[src/logic/sqdc_map.vh]
// Purpose: constants for the squib driver diagnostic command logic
// Assumes: 8-bit spi frames, command decoded on chip select rise
// Notes: all codes and timing counts live here
// Function
// [RULE1] current-limit status query reports comparator per channel
// [RULE2] measurement captured on next valid command
// [RULE3] status bit follows current above threshold
// [RULE4] reset command clears selected channel registers
// [RULE5] no thermal shutdown before minimum on-time
// [RULE6] one channel shutdown leaves others firing
// [RULE7] thermal bits set, query latches them
// [RULE8] latched thermal shifted next frame, then cleared
// [RULE9] rearm only once thermal status is zero
// [RULE10] host sends unlock then selection, enables low
// [RULE11] unlock accepted only with both enables low
// [RULE12] unlock code echoed during next frame
// [RULE13] enabled firing aborts any transistor test
// [RULE14] unlock clears diagnostics, second frame restores
// [RULE15] high-side byte low nibble selects drivers
// [RULE16] low-side byte low nibble selects drivers
// [RULE17] test current limited, host times the test
// [RULE18] either unlock stops previous transistor test
// [RULE19] test fail bit one if driver stayed off
// [RULE20] test status shifted out next frame
// [RULE21] unlock load clears test status register
// [RULE22] any sequence of selection codes accepted
// [RULE23] reset clears shift registers and pending tests
// [RULE24] reset clears current-limit timing registers
// [RULE25] eight-bit frames decoded on chip select rise
`ifndef SQDC_MAP_VH
`define SQDC_MAP_VH
`define SQDC_CMD_CL_STATUS   8'h79
`define SQDC_CMD_THERM_QUERY 8'h7F
`define SQDC_CMD_CL_RESET    4'h3
`define SQDC_CMD_HS_UNLOCK   8'h82
`define SQDC_CMD_LS_UNLOCK   8'h83
`define SQDC_CMD_HS_SELECT   4'h1
`define SQDC_CMD_LS_SELECT   4'h2
`define SQDC_CMD_NOP         8'h00
`define SQDC_MIN_ON_US       2090
`define SQDC_CLK_MHZ         25
`define SQDC_MIN_ON_CYC      (`SQDC_MIN_ON_US * `SQDC_CLK_MHZ)
`define SQDC_RESET_BYTE      8'h00
`endif

[src/logic/sqdc_core.v]
// Purpose: spi command logic for current limit, thermal, fet tests
// Assumes: spi mode 0, msb first, pins synchronised to clk_sys here
// Notes: analogue comparators arrive as levels and are synchronised
`timescale 1ns/10ps
`include "sqdc_map.vh"
module sqdc_core #(
  parameter CH        = 4,
  parameter MIN_ON_CY = `SQDC_MIN_ON_CYC
) (
  // clock and reset
  input  wire          clk_sys,
  input  wire          rst,
  // spi pins
  input  wire          spiSclk,
  input  wire          spiCsN,
  input  wire          spiMosi,
  output reg           spiMiso,
  output reg           spiMisoOeN,
  // firing enables
  input  wire          fire_enable_in_a,
  input  wire          fire_enable_in_b,
  // analogue status, one bit per channel
  input  wire [CH-1:0] current_measure_threshold,
  input  wire [CH-1:0] driverOn,
  input  wire [CH-1:0] thermalOver,
  input  wire [CH-1:0] thermal_reenable_level,
  input  wire [CH-1:0] channel_sense_input,
  // driver controls and status
  output reg  [CH-1:0] channel_high_output,
  output reg  [CH-1:0] lowSideTestOn,
  output reg  [CH-1:0] thermalShutdown,
  output reg  [CH-1:0] armAllowed,
  output reg           diagEnabled,
  output reg  [CH-1:0] high_side_test_fail_bit,
  output reg  [CH-1:0] low_side_test_fail_bit
);
  localparam ST_IDLE   = 3'b001;
  localparam ST_HSWAIT = 3'b010;
  localparam ST_LSWAIT = 3'b100;

  reg  [2:0]    sclkSync;
  reg  [2:0]    csSync;
  reg  [1:0]    mosiSync;
  reg  [1:0]    fenASync;
  reg  [1:0]    fenBSync;
  reg  [CH-1:0] imeasS1;
  reg  [CH-1:0] imeasS2;
  reg  [CH-1:0] onS1;
  reg  [CH-1:0] onS2;
  reg  [CH-1:0] thS1;
  reg  [CH-1:0] thS2;
  reg  [CH-1:0] reenS1;
  reg  [CH-1:0] reenS2;
  reg  [CH-1:0] senseS1;
  reg  [CH-1:0] senseS2;
  reg  [7:0]    rxShift;
  reg  [7:0]    txShift;
  reg  [3:0]    bitCnt;
  reg  [2:0]    state;
  reg  [CH-1:0] clStatus;
  reg  [CH-1:0] clPending;
  reg  [CH-1:0] thermalRaw;
  reg  [CH-1:0] thermalLatch;
  reg           thermalShown;
  reg  [7:0]    nextTx;
  reg  [2:0]    next_state;
  wire          sclkRise;
  wire          sclkFall;
  wire          csRise;
  wire          csFall;
  wire          fireEn;
  wire          testUnlockOk;
  wire          frameOk;
  wire          frameDone;
  wire          testActive;

  assign sclkRise     = sclkSync[1] & ~sclkSync[2];
  assign sclkFall     = ~sclkSync[1] & sclkSync[2];
  assign csRise       = csSync[1] & ~csSync[2];
  assign csFall       = ~csSync[1] & csSync[2];
  assign fireEn       = fenASync[1] | fenBSync[1];
  assign testUnlockOk = ~fenASync[1] & ~fenBSync[1];  // [RULE11]
  assign frameOk      = (bitCnt == 4'h8);              // [RULE25]
  assign frameDone    = csRise & frameOk;
  assign testActive   = |(channel_high_output | lowSideTestOn);

  always @(posedge clk_sys)
  begin
    if (rst)
    begin
      sclkSync <= 3'b000;
      csSync   <= 3'b111;
      mosiSync <= 2'b00;
      fenASync <= 2'b00;
      fenBSync <= 2'b00;
      imeasS1  <= {CH{1'b0}};
      imeasS2  <= {CH{1'b0}};
      onS1     <= {CH{1'b0}};
      onS2     <= {CH{1'b0}};
      thS1     <= {CH{1'b0}};
      thS2     <= {CH{1'b0}};
      reenS1   <= {CH{1'b0}};
      reenS2   <= {CH{1'b0}};
      senseS1  <= {CH{1'b0}};
      senseS2  <= {CH{1'b0}};
    end
    else
    begin
      sclkSync <= {sclkSync[1:0], spiSclk};
      csSync   <= {csSync[1:0], spiCsN};
      mosiSync <= {mosiSync[0], spiMosi};
      fenASync <= {fenASync[0], fire_enable_in_a};
      fenBSync <= {fenBSync[0], fire_enable_in_b};
      imeasS1  <= current_measure_threshold;
      imeasS2  <= imeasS1;
      onS1     <= driverOn;
      onS2     <= onS1;
      thS1     <= thermalOver;
      thS2     <= thS1;
      reenS1   <= thermal_reenable_level;
      reenS2   <= reenS1;
      senseS1  <= channel_sense_input;
      senseS2  <= senseS1;
    end
  end

  // per-channel on-time guard: each channel counts alone, so a shutdown
  // on one never touches the others
  genvar g;
  generate
    for (g = 0; g < CH; g = g + 1)
    begin : gCh
      reg [31:0] onCnt;
      always @(posedge clk_sys)
      begin
        if (rst)
        begin
          onCnt              <= 32'h00000000;
          thermalRaw[g]      <= 1'b0;
          thermalShutdown[g] <= 1'b0;
          armAllowed[g]      <= 1'b1;
        end
        else
        begin
          if (!onS2[g])
            onCnt <= 32'h00000000;
          else if (onCnt < MIN_ON_CY)
            onCnt <= onCnt + 32'h00000001;
          // over-temperature only honoured past the minimum on-time
          if (thS2[g] && onS2[g] && onCnt >= MIN_ON_CY)   // [RULE5] [RULE6]
          begin
            thermalRaw[g]      <= 1'b1;                   // [RULE7]
            thermalShutdown[g] <= 1'b1;
          end
          else if (reenS2[g] && !thS2[g])
          begin
            thermalRaw[g]      <= 1'b0;
            thermalShutdown[g] <= 1'b0;
          end
          armAllowed[g] <= ~thermalRaw[g];                 // [RULE9]
        end
      end
    end
  endgenerate

  always @*
  begin
    next_state = state;
    nextTx     = `SQDC_RESET_BYTE;
    if (rxShift == `SQDC_CMD_CL_STATUS)
      nextTx = {{(8-CH){1'b0}}, clStatus};                  // [RULE1]
    else if (rxShift == `SQDC_CMD_THERM_QUERY)
      nextTx = {{(8-CH){1'b0}}, thermalRaw};                // [RULE7]
    case (state)
      ST_IDLE:
      begin
        if (rxShift == `SQDC_CMD_HS_UNLOCK && testUnlockOk)
          next_state = ST_HSWAIT;
        else if (rxShift == `SQDC_CMD_LS_UNLOCK && testUnlockOk)
          next_state = ST_LSWAIT;
      end
      ST_HSWAIT: next_state = ST_IDLE;
      ST_LSWAIT: next_state = ST_IDLE;
      default:   next_state = ST_IDLE;
    endcase
    if ((rxShift == `SQDC_CMD_HS_UNLOCK || rxShift == `SQDC_CMD_LS_UNLOCK)
        && testUnlockOk)
      nextTx = rxShift;                                     // [RULE12]
    else if (state != ST_IDLE ||
             (testActive && rxShift == `SQDC_CMD_NOP))
      nextTx = {{(8-CH){1'b0}}, high_side_test_fail_bit
               | low_side_test_fail_bit};                   // [RULE20]
  end

  always @(posedge clk_sys)
  begin
    if (rst)
    begin
      // shift registers and pending tests all cleared
      rxShift                 <= 8'h00;                     // [RULE23]
      txShift                 <= 8'h00;
      bitCnt                  <= 4'h0;
      state                   <= ST_IDLE;
      spiMiso                 <= 1'b0;
      spiMisoOeN              <= 1'b1;
      clStatus                <= {CH{1'b0}};                // [RULE24]
      clPending               <= {CH{1'b0}};
      channel_high_output     <= {CH{1'b0}};
      lowSideTestOn           <= {CH{1'b0}};
      diagEnabled             <= 1'b1;
    end
    else
    begin
      spiMisoOeN <= csSync[1];
      // comparator result resampled every cycle until the next valid command copies it
      clPending  <= imeasS2;                                // [RULE3]
      if (csFall)
      begin
        bitCnt  <= 4'h0;
        spiMiso <= txShift[7];
      end
      if (!csSync[1] && sclkRise && bitCnt != 4'hF)
      begin
        rxShift <= {rxShift[6:0], mosiSync[1]};
        bitCnt  <= bitCnt + 4'h1;
      end
      if (!csSync[1] && sclkFall)
      begin
        txShift <= {txShift[6:0], 1'b0};
        spiMiso <= txShift[6];
      end
      // tests time themselves only by the host; current limit is analogue
      if (fireEn)
      begin
        channel_high_output <= {CH{1'b0}};                  // [RULE13]
        lowSideTestOn       <= {CH{1'b0}};
      end
      if (csRise && frameOk)
      begin
        txShift <= nextTx;
        state   <= next_state;
        clStatus <= clPending;                              // [RULE2]
        if (rxShift[7:4] == `SQDC_CMD_CL_RESET)
          clStatus <= clPending & ~rxShift[CH-1:0];         // [RULE4]
        if (next_state != ST_IDLE)
        begin
          channel_high_output     <= {CH{1'b0}};            // [RULE18]
          lowSideTestOn           <= {CH{1'b0}};
          diagEnabled             <= 1'b0;                  // [RULE14]
        end
        if (state != ST_IDLE)
          diagEnabled <= 1'b1;                              // [RULE14]
        if (state == ST_HSWAIT && !fireEn &&
            rxShift[7:4] == `SQDC_CMD_HS_SELECT)
          channel_high_output <= rxShift[CH-1:0];           // [RULE15] [RULE22]
        if (state == ST_LSWAIT && !fireEn &&
            rxShift[7:4] == `SQDC_CMD_LS_SELECT)
          lowSideTestOn <= rxShift[CH-1:0];                 // [RULE16] [RULE17]
      end
      if (csRise && !frameOk)
        txShift <= 8'h00;
      // firing drops a half-done unlock so no select can follow it
      if (fireEn && state != ST_IDLE)
      begin
        state       <= ST_IDLE;                             // [RULE13]
        diagEnabled <= 1'b1;
      end
    end
  end

  // failures stick until the next unlock so a brief off reading of sense or driverOn is not lost
  always @(posedge clk_sys)
  begin
    if (rst)
    begin
      high_side_test_fail_bit <= {CH{1'b0}};
      low_side_test_fail_bit  <= {CH{1'b0}};
    end
    else if (frameDone && next_state != ST_IDLE)
    begin
      high_side_test_fail_bit <= {CH{1'b0}};                // [RULE21]
      low_side_test_fail_bit  <= {CH{1'b0}};
    end
    else if (state == ST_IDLE)
    begin
      high_side_test_fail_bit <= high_side_test_fail_bit
                                 | (channel_high_output & ~senseS2);
      low_side_test_fail_bit  <= low_side_test_fail_bit
                                 | (lowSideTestOn & ~onS2); // [RULE19]
    end
  end

  // the query reply is loaded at decode, so the latch only marks the
  // frame whose end must clear it
  always @(posedge clk_sys)
  begin
    if (rst)
    begin
      thermalLatch <= {CH{1'b0}};
      thermalShown <= 1'b0;
    end
    else if (frameDone)
    begin
      if (rxShift == `SQDC_CMD_THERM_QUERY)
      begin
        thermalLatch <= thermalRaw;                         // [RULE7]
        thermalShown <= 1'b1;
      end
      else if (thermalShown)
      begin
        thermalLatch <= {CH{1'b0}};                         // [RULE8]
        thermalShown <= 1'b0;
      end
    end
  end
endmodule

[config.mk]
export PLATFORM = sky130hd
export DESIGN_NAME = sqdc_core
export DESIGN_NICKNAME = d
export VERILOG_FILES = /design/src/logic/sqdc_core.v
export VERILOG_INCLUDE_DIRS = /design/src /design/src/logic
export SDC_FILE = /design/constraint.sdc
export NUM_CORES = 1
export LEC_CHECK = 0
export BUFFER_PORTS_ARGS = -buffer_cell sky130_fd_sc_hd__buf_2
export CAP_MARGIN = 40
export CORE_ASPECT_RATIO = 2
export CORE_MARGIN = 2
export CORE_UTILIZATION = 55
export DETAILED_ROUTE_END_ITERATION = 8
export GPL_TIMING_DRIVEN = 0
export PLACE_DENSITY = 0.71
export SYNTH_ARGS = -nofsm -noshare
export SYNTH_HDL_FRONTEND = slang
export SYNTH_SLANG_ARGS = --single-unit
[constraint.sdc]
create_clock -name clk_sys -period 3.2 [get_ports clk_sys]
set_clock_uncertainty 0.2 [all_clocks]
set_input_delay 0.32 -clock clk_sys [delete_from_list [all_inputs] [get_ports clk_sys]]
set_output_delay 0.32 -clock clk_sys [all_outputs]
set_load 0.02 [all_outputs]
---- Yosys cells after proc, flatten, opt, wreduce, memory -nomap -nowiden ----
Cells that the tools add are included.
W data, S select, Z words.
word-level totals
  register bits after elaboration ......... 238
  input port bits ......................... 27
  output and inout port bits .............. 27
  logic and storage cells ................. 184
cells by class
  $add $sub $neg .......................... 5
  magnitude comparators ................... 8
  eq/ne operators ......................... 14
  mux-type cells .......................... 32
  bitwise operators ....................... 31
  reductions and logical operators ........ 54
operator list
  operator                 number
  $add A32 B1 Y32 const B  4
  $ge A32 B16 Y1 const B   4
  $lt A32 B16 Y1 const B   4
  $mux W4                  13
  $mux W8                  4
  $logic_and A1 B1 Y1      27
  $eq A8 B7 Y1 const B     2
  $eq A8 B8 Y1 const B     2
  $or A4 B4 Y4             4
  $reduce_bool A2 Y1       8
  $not A1 Y1               14
  $reduce_or A2 Y1         7
  $and A4 B4 Y4            3
  $mux W1                  12
  $not A4 Y4               3
  $mux W3                  3
  $eq A4 B2 Y1 const B     2
  $logic_not A8 Y1         1
  $logic_not A1 Y1         7
  $and A1 B1 Y1            6
  $ne A3 B1 Y1 const B     2
  $add A4 B1 Y4 const B    1
  $eq A4 B1 Y1 const B     1
  $eq A4 B4 Y1 const B     1
  other kinds (8)          9

---- Depth between registers and ports, before layout ----
Gate-level depths: netlist of run 1.
  depth in word-level cells ............... 10
  gate-level depth with buffers ........... 8
  mapped depth without buffers ............ 7

---- Least setup slack after synthesis of run 1 ----
OpenSTA, ideal clock, no wires.
  path type ............................... reg-to-reg
  start ................................... register gCh[2].onCnt[20]
  end ..................................... register gCh[2].onCnt[4]
  library setup time ...................... 70 ps
  arrival ................................. 1,902 ps
  data required time ...................... 2,930 ps
  path slack .............................. 1,028 ps
  stages on the path, launching flop included .. 7
  buffers on the path ..................... 1
  period minus slack after synthesis ...... 2,172 ps
  cell sequence ........................... dfxtp_1 > nor4_2 > nand4_2 > or3_4 > buf_6 > or4_1 > a21oi_1
between the ends
  cells in the longest elaborated chain, start to end .. 1
ends and longest elaborated chain
  what                    RTL line         RTL
  start, declared         sqdc_core.v:133  reg [31:0] onCnt;
  start signal, assigned  sqdc_core.v:148  onCnt <= onCnt + 32'h00000001;
  $lt A32 B16 Y1          sqdc_core.v:147  else if (onCnt < MIN_ON_CY)
No other way between the ends.
A chain may end at the register's enable or synchronous reset.

---- Worst setup path in the final report of run 1 ----
  start ................................... register bitCnt[0]
  end ..................................... register high_side_test_fail_bit[1]
between the ends
  cells in the longest elaborated chain, start to end .. 4
ends and longest elaborated chain
  what                               RTL line         RTL
  start, declared                    sqdc_core.v:58   reg [3:0] bitCnt;
  start signal, assigned             sqdc_core.v:225  bitCnt <= bitCnt + 4'h1;
  $eq A4 B4 Y1                       sqdc_core.v:83   assign frameOk = (bitCnt == 4'h8);
  $and A1 B1 Y1                      sqdc_core.v:84   assign frameDone = csRise & frameOk;
  $logic_and A1 B1 Y1                sqdc_core.v:279  else if (frameDone && next_state != ST_IDLE)
  $reduce_or A2 Y1 (no source line)  -
  end signal, assigned               sqdc_core.v:276  high_side_test_fail_bit <= {CH{1'b0}};
  end signal, assigned               sqdc_core.v:281  high_side_test_fail_bit <= {CH{1'b0}};
  end signal, assigned               sqdc_core.v:286  high_side_test_fail_bit <= high_side_test_fail_bit
  end, declared                      sqdc_core.v:34   output reg [CH-1:0] high_side_test_fail_bit,
No other way between the ends.

==> flow_summary.ini, run 1 <==
[run_status]
status = finished clean

[layout]
final_cell_mix = dfxtp_1, nand2_1, a21oi_1
reg_top3 = gCh.onCnt: 128 flops, rxShift: 8 flops, txShift: 8 flops
diodes = 0
drive_above_1_share_pct = 11.1
largest_register_ffs = 128
layout.nets = 1120
utilization_pct = 65.2
mostFrequentLayoutCell = dfxtp_1
area_delta_synth_final_pct = 16.4
fillers = 1334
largest_register = gCh.onCnt

[grt]
overflow = 0
grt_pass1_wl_um = 33200
antenna_found_initial = 0
grt_pass1_vias = 7109
grt_max_degree = 18
groute.usage.overall_pct = 23.3

[placement]
io_buffer_count = 52
hpwl_um = 14400
gp_congestion = 0.892

[critical_path]
startpoint_type = register
cp-end-kind = register
crit_arrival_ns = 2.87
worst_ep_required_time_ns = 3.37
reg2reg_slack_ns = 0.50
crit_top_cell = nor2_1
crit_fanout = 10
worstSetupPathType = reg2reg
max_stage_delay_ns = 0.48
crit_slowest_cell = nor2_1
worstPathCellList = inv_1 > ha_1 > nand3b_1 > nor2_1 > nand4_1 > nand2b_1 > clkbuf_1 > nor2_1

[sta]
fin_crit_ns = 2.70
setup_viol = 0
post-route-period-util_pct = 84.4
relSlewSlack_pct = 42.4
fin_setup_tns_ns = 0
hold_viol = 0
rsz0062_at_grt = no
worst_pin_slew_ns = 0.860
finalMaxSlewViolations = 0
fmax_mhz = 370

[drt]
vias_per_cell = 5.60
drcViolationCount = 0
vias = 7279
drt_first_iter_violations = 357
dr.pass1.iters = 5
final_antenna_net_count = 0
wl_um = 20200
post_drt_wl_per_cell_um = 15.6

[clock_network]
cts_tree = built
clk_path_buf_depth = 3
cts_buffers = 21
htreeDepth = 1
post_cts.repair.setup_buffers = 0
clockRootBuffer = clkbuf_16
clk_pin_slew_ns = 0.07
worstSkewPairLatency_ns = 0.49
cts_num_sinks = 237

[synthesis]
syn_nets = 1017
postSynthRegisterBits = 237
postSynthAreaPerCell_um2 = 9.30
synthFlopType = dfxtp_1
ys_seq_area_share_pct = 52.1
synthesis.area_um2 = 9110
synthCells = 980
synth_edf_count = 0
yosysWarningCount = 0
yosysUniqueCellTypes = 60
async_reset_ff_share_pct = 0

[die]
fp.dieW_um = 95.0
rows = 66
io_pins = 54
die_area_um2 = 17700
die_h_um = 186
core_area_um2 = 16300
start_util_pct = 56.0

[power]
vdd_ir_drop_max_mv = 0.537
p_int_mw = 4.52
power.leakage_nw = 3.90
power-per-cell-area_nw_per_um2 = 537
p_comb_share_pct = 2.3
switching_share_pct = 20.6
clkPwrFrac_pct = 45.2
power.switching_mw = 1.17
pwr-share-seq_pct = 52.5

[worst_hold_path]
hold_path.class = reg2reg

[flow_run]
max_cap_violations = 0
==> repair_timing <==
| item | 4_1_cts | 5_1_grt |
|---|---|---|
| endpoints found under the hold margin | 25 | 0 |
| resized for setup | 0 | 0 |
| hold buffers | 25 | 0 |
==> stage by stage <==
step	std cells	power (mW)	instance area [µm²]	setup slack [ns]	hold WS (ns)
3_3_place_gp	1236	3.17	9630	0.561	0.196
5_1_grt	1300	5.88	10600	0.243	0.240
2_1_floorplan	980	3.12	9110	1.03	0.189
3_5_place_dp	1239	3.17	9650	0.517	0.200
6_report	1300	5.70	10600	0.499	0.218
4_1_cts	1300	5.75	10600	0.490	0.218
==> path summary, 6_finish.rpt <==
check / startpoint / endpoint / cells past startpoint
worst max register to register: bitCnt[0] / high_side_test_fail_bit[1] / 8
worst min-delay path: csSync[0] / csSync[1] / 1
worst min register to register: csSync[0] / csSync[1] / 1
worst max-delay path: bitCnt[0] / high_side_test_fail_bit[1] / 8
==> cells by family after synthesis <==
kind of cell | after synthesis | share of synthesized area [%]
compound gates | 179 | 12.8
xor+xnor | 16 | 1.54
fa+ha+maj | 10 | 1.37
buf+inv | 68 | 2.90
flops | 237 | 52.1
mux | 2 | 0.233
simple gates | 468 | 29.1
==> cell type report <==
class                           instances  area [µm²]  share of cell area [%]
Sequential cell                       237        4740                    44.7
Multi-Input combinational cell        675        4110                    38.7
Clock buffer                           24         547                    5.16
Timing Repair Buffer                   80         533                    5.03
Tap cell                              204         255                    2.41
Buffer                                 40         159                    1.50
Clock inverter                         12         156                    1.47
Inverter                               28         105                   0.991
==> metal layers <==
metal  track usage, %  vias to the layer above  wire length, µm  part of all wire (%)
met5                0                        -                0                     0
met4             9.28                        0              712                   3.5
met3             2.83                       50              743                   3.7
met2             45.3                      159            11000                    54
met1             24.5                     3389             7800                    39
li1                 -                     3681                -                     -
==> power by group through the flow <==
stage	clock network (mW)	logic [mW]	registers, mW
2_1_floorplan	0	0.0672	3.06
3_3_place_gp	0	0.107	3.06
3_5_place_dp	0	0.107	3.06
4_1_cts	2.63	0.131	2.99
5_1_grt	2.75	0.144	2.99
6_report	2.57	0.130	2.99
==> Yosys cell counts (7+ instances only) <==
cell	instances	area, µm²
nor3_1	19	95.1
a21oi_1	73	365
o211ai_1	11	82.6
and4_1	7	61.3
inv_1	28	105
or4_1	16	120
and2_1	68	425
a31o_2	9	78.8
xnor2_1	15	131
a211oi_1	9	67.6
clkbuf_1	35	131
ha_1	10	125
nor2_1	64	240
nor4_1	25	156
nand2_1	81	304
nand2b_1	14	87.6
nand3_1	36	180
o31ai_1	15	113
o21ai_0	16	80.1
nand4_1	26	163
dfxtp_1	237	4740
and3_1	13	81.3
a31oi_1	16	100
or3_1	14	87.6
nor2b_1	53	332
==> critical path, delay by kind of cell (launching register included) <==
family / cells / cell delay, ns
and+or+nand+nor: 5 / 1.46
buffers and inverters: 2 / 0.43
DFF: 1 / 0.36
adders and majority gates: 1 / 0.14
(Power assumes the default switching activity.)
==> run 2, diff against run 1 <==
clock period = 2.6 ns   (was 3.2 ns; I/O delays follow)
==> run 2 against run 1 <==
Net effect:
- fmax increased by 8.2%
- sequential power increased by 23%
- design area rose by 0.37%
- global-route usage is the same
- wire length grew 0.46%
- final cell count rose by 0.31%
- clock-buffer cell count unchanged
- register-to-register slack worse by 0.39 ns
- via count increased by 0.65%
- first-iteration DRC count shrank 11%
- largest cell class unchanged
- highest routed layer unchanged
==> flow_summary.ini, run 2 (same netlist as run 1, synthesis figures left out) <==
[layout]
mostFrequentLayoutCell = dfxtp_1
area_delta_synth_final_pct = 16.8
fin_cells = 1304
largest_register_ffs = 128
diodes = 0
layout.nets = 1124
final_cell_area_um2 = 10600
largest_register = gCh.onCnt
reg_top3 = gCh.onCnt: 128 flops, rxShift: 8 flops, txShift: 8 flops
final_cell_mix = dfxtp_1, nand2_1, a21oi_1
drive_above_1_share_pct = 11.6

[die]
fp.dieW_um = 95.0
die_area_um2 = 17700
rows = 66
die_h_um = 186
core_area_um2 = 16300
start_util_pct = 56.0
io_pins = 54

[placement]
placed_area_um2 = 9650
io_buffer_count = 52
gp_congestion = 0.892
hpwl_um = 14400
dp_cells = 1239
pre_cts_slack_ns = -0.0825

[grt]
groute.usage.overall_pct = 23.3
antenna_found_initial = 0
grt_max_degree = 18
overflow = 0
grt_pass1_vias = 7109
grt_pass1_wl_um = 33200

[sta]
finalMaxSlewViolations = 0
hold_viol = 0
setup_viol = 0
worst_pin_slew_ns = 0.846
fmax_mhz = 401
relSlewSlack_pct = 43.4
finalWorstSetupSlack_ns = 0.105
fin_crit_ns = 2.49
rsz0062_at_grt = no
fin_setup_tns_ns = 0
post-route-period-util_pct = 96.0

[power]
power_mw = 7.01
power-per-cell-area_nw_per_um2 = 659
vdd_ir_drop_max_mv = 0.661
power.leakage_nw = 3.92

[drt]
final_antenna_net_count = 0
drcViolationCount = 0
drt_first_iter_violations = 317
post_drt_wl_per_cell_um = 15.6
vias_per_cell = 5.62
dr.pass1.iters = 8
vias = 7326
wl_um = 20300

[clock_network]
clk_path_buf_depth = 3
worstSkewPairLatency_ns = 0.49
htreeDepth = 1
cts_tree = built
cts_buffers = 21
clockRootBuffer = clkbuf_16
clk_pin_slew_ns = 0.07
cts_num_sinks = 237

[critical_path]
cp_num_buf_inv = 1
cp-end-kind = register
critical_path.top_delay_family = simple AND/OR/NAND/NOR gates
worstPathCellList = or4_1 > a211oi_2 > or3_1 > clkbuf_1 > o21ai_0 > a21oi_1
crit_fanout = 10
worst_ep_required_time_ns = 2.82
startpoint_type = register
max_stage_delay_ns = 0.59
crit_slowest_cell = or4_1
worstSetupPathType = reg2reg
crit_arrival_ns = 2.71

[worst_hold_path]
hold_path.class = reg2reg

[run_status]
status = finished clean

[flow_run]
max_cap_violations = 0
==> run 2: changes by cell type in the layout (fill, tap and decap cells not counted) <==
cell    change
nor2_2      +1
nor4_1      -1
nor2_1      -1
buf_4       +4
nor4_2      +1
==> run 2: layout make-up <==
cell class	count	area [µm²]
clock buffers	24	547
well taps	204	255
inverters	28	105
repair buffers	84	563
flip-flops and latches	237	4740
fillers	1330	5620
clock inverters	12	156
multi-input cells	675	4120
plain buffers	40	159
==> run 2: what timing repair did <==
item | in CTS | in global routing
setup buffers | 0 | 4
resized for setup | 1 | 1
hold endpoints to repair | 25 | 0
hold buffers | 25 | 0
setup endpoints to repair | 9 | 14
pin swaps | 1 | 3
==> run 2: metal layers <==
metal / GRT usage, % / wire length, µm / up-vias
met5: 0 / 0 / -
met4: 9.28 / 734 / 0
met3: 2.83 / 680 / 54
met2: 45.3 / 11000 / 154
li1: - / - / 3688
met1: 24.5 / 7890 / 3430
==> run 2: where the power goes <==
group | switching (mW) | total (mW) | internal [mW] | leakage, nW
Clock | 1.35 | 3.17 | 1.82 | 0.332
Sequential | 0.0137 | 3.68 | 3.67 | 1.92
Combinational | 0.0845 | 0.161 | 0.0765 | 1.67
==> run 2: path summary, 6_finish.rpt <==
kind,from,end,slack (ns),depth (start not counted)
max reg2reg,gCh[1].onCnt[8],gCh[1].onCnt[7],0.11,6
min,csSync[0],csSync[1],0.22,1
max,gCh[1].onCnt[8],gCh[1].onCnt[7],0.11,6
min reg2reg,csSync[0],csSync[1],0.22,1
==> run 2: per-stage QoR <==
step / utilization [%] / hold WS, ns
global route: 65.4 / 0.240
CTS: 65.2 / 0.218
global placement: 59.2 / 0.196
finish: 65.4 / 0.218
floorplan: - / 0.164
detailed placement: 59.3 / 0.200
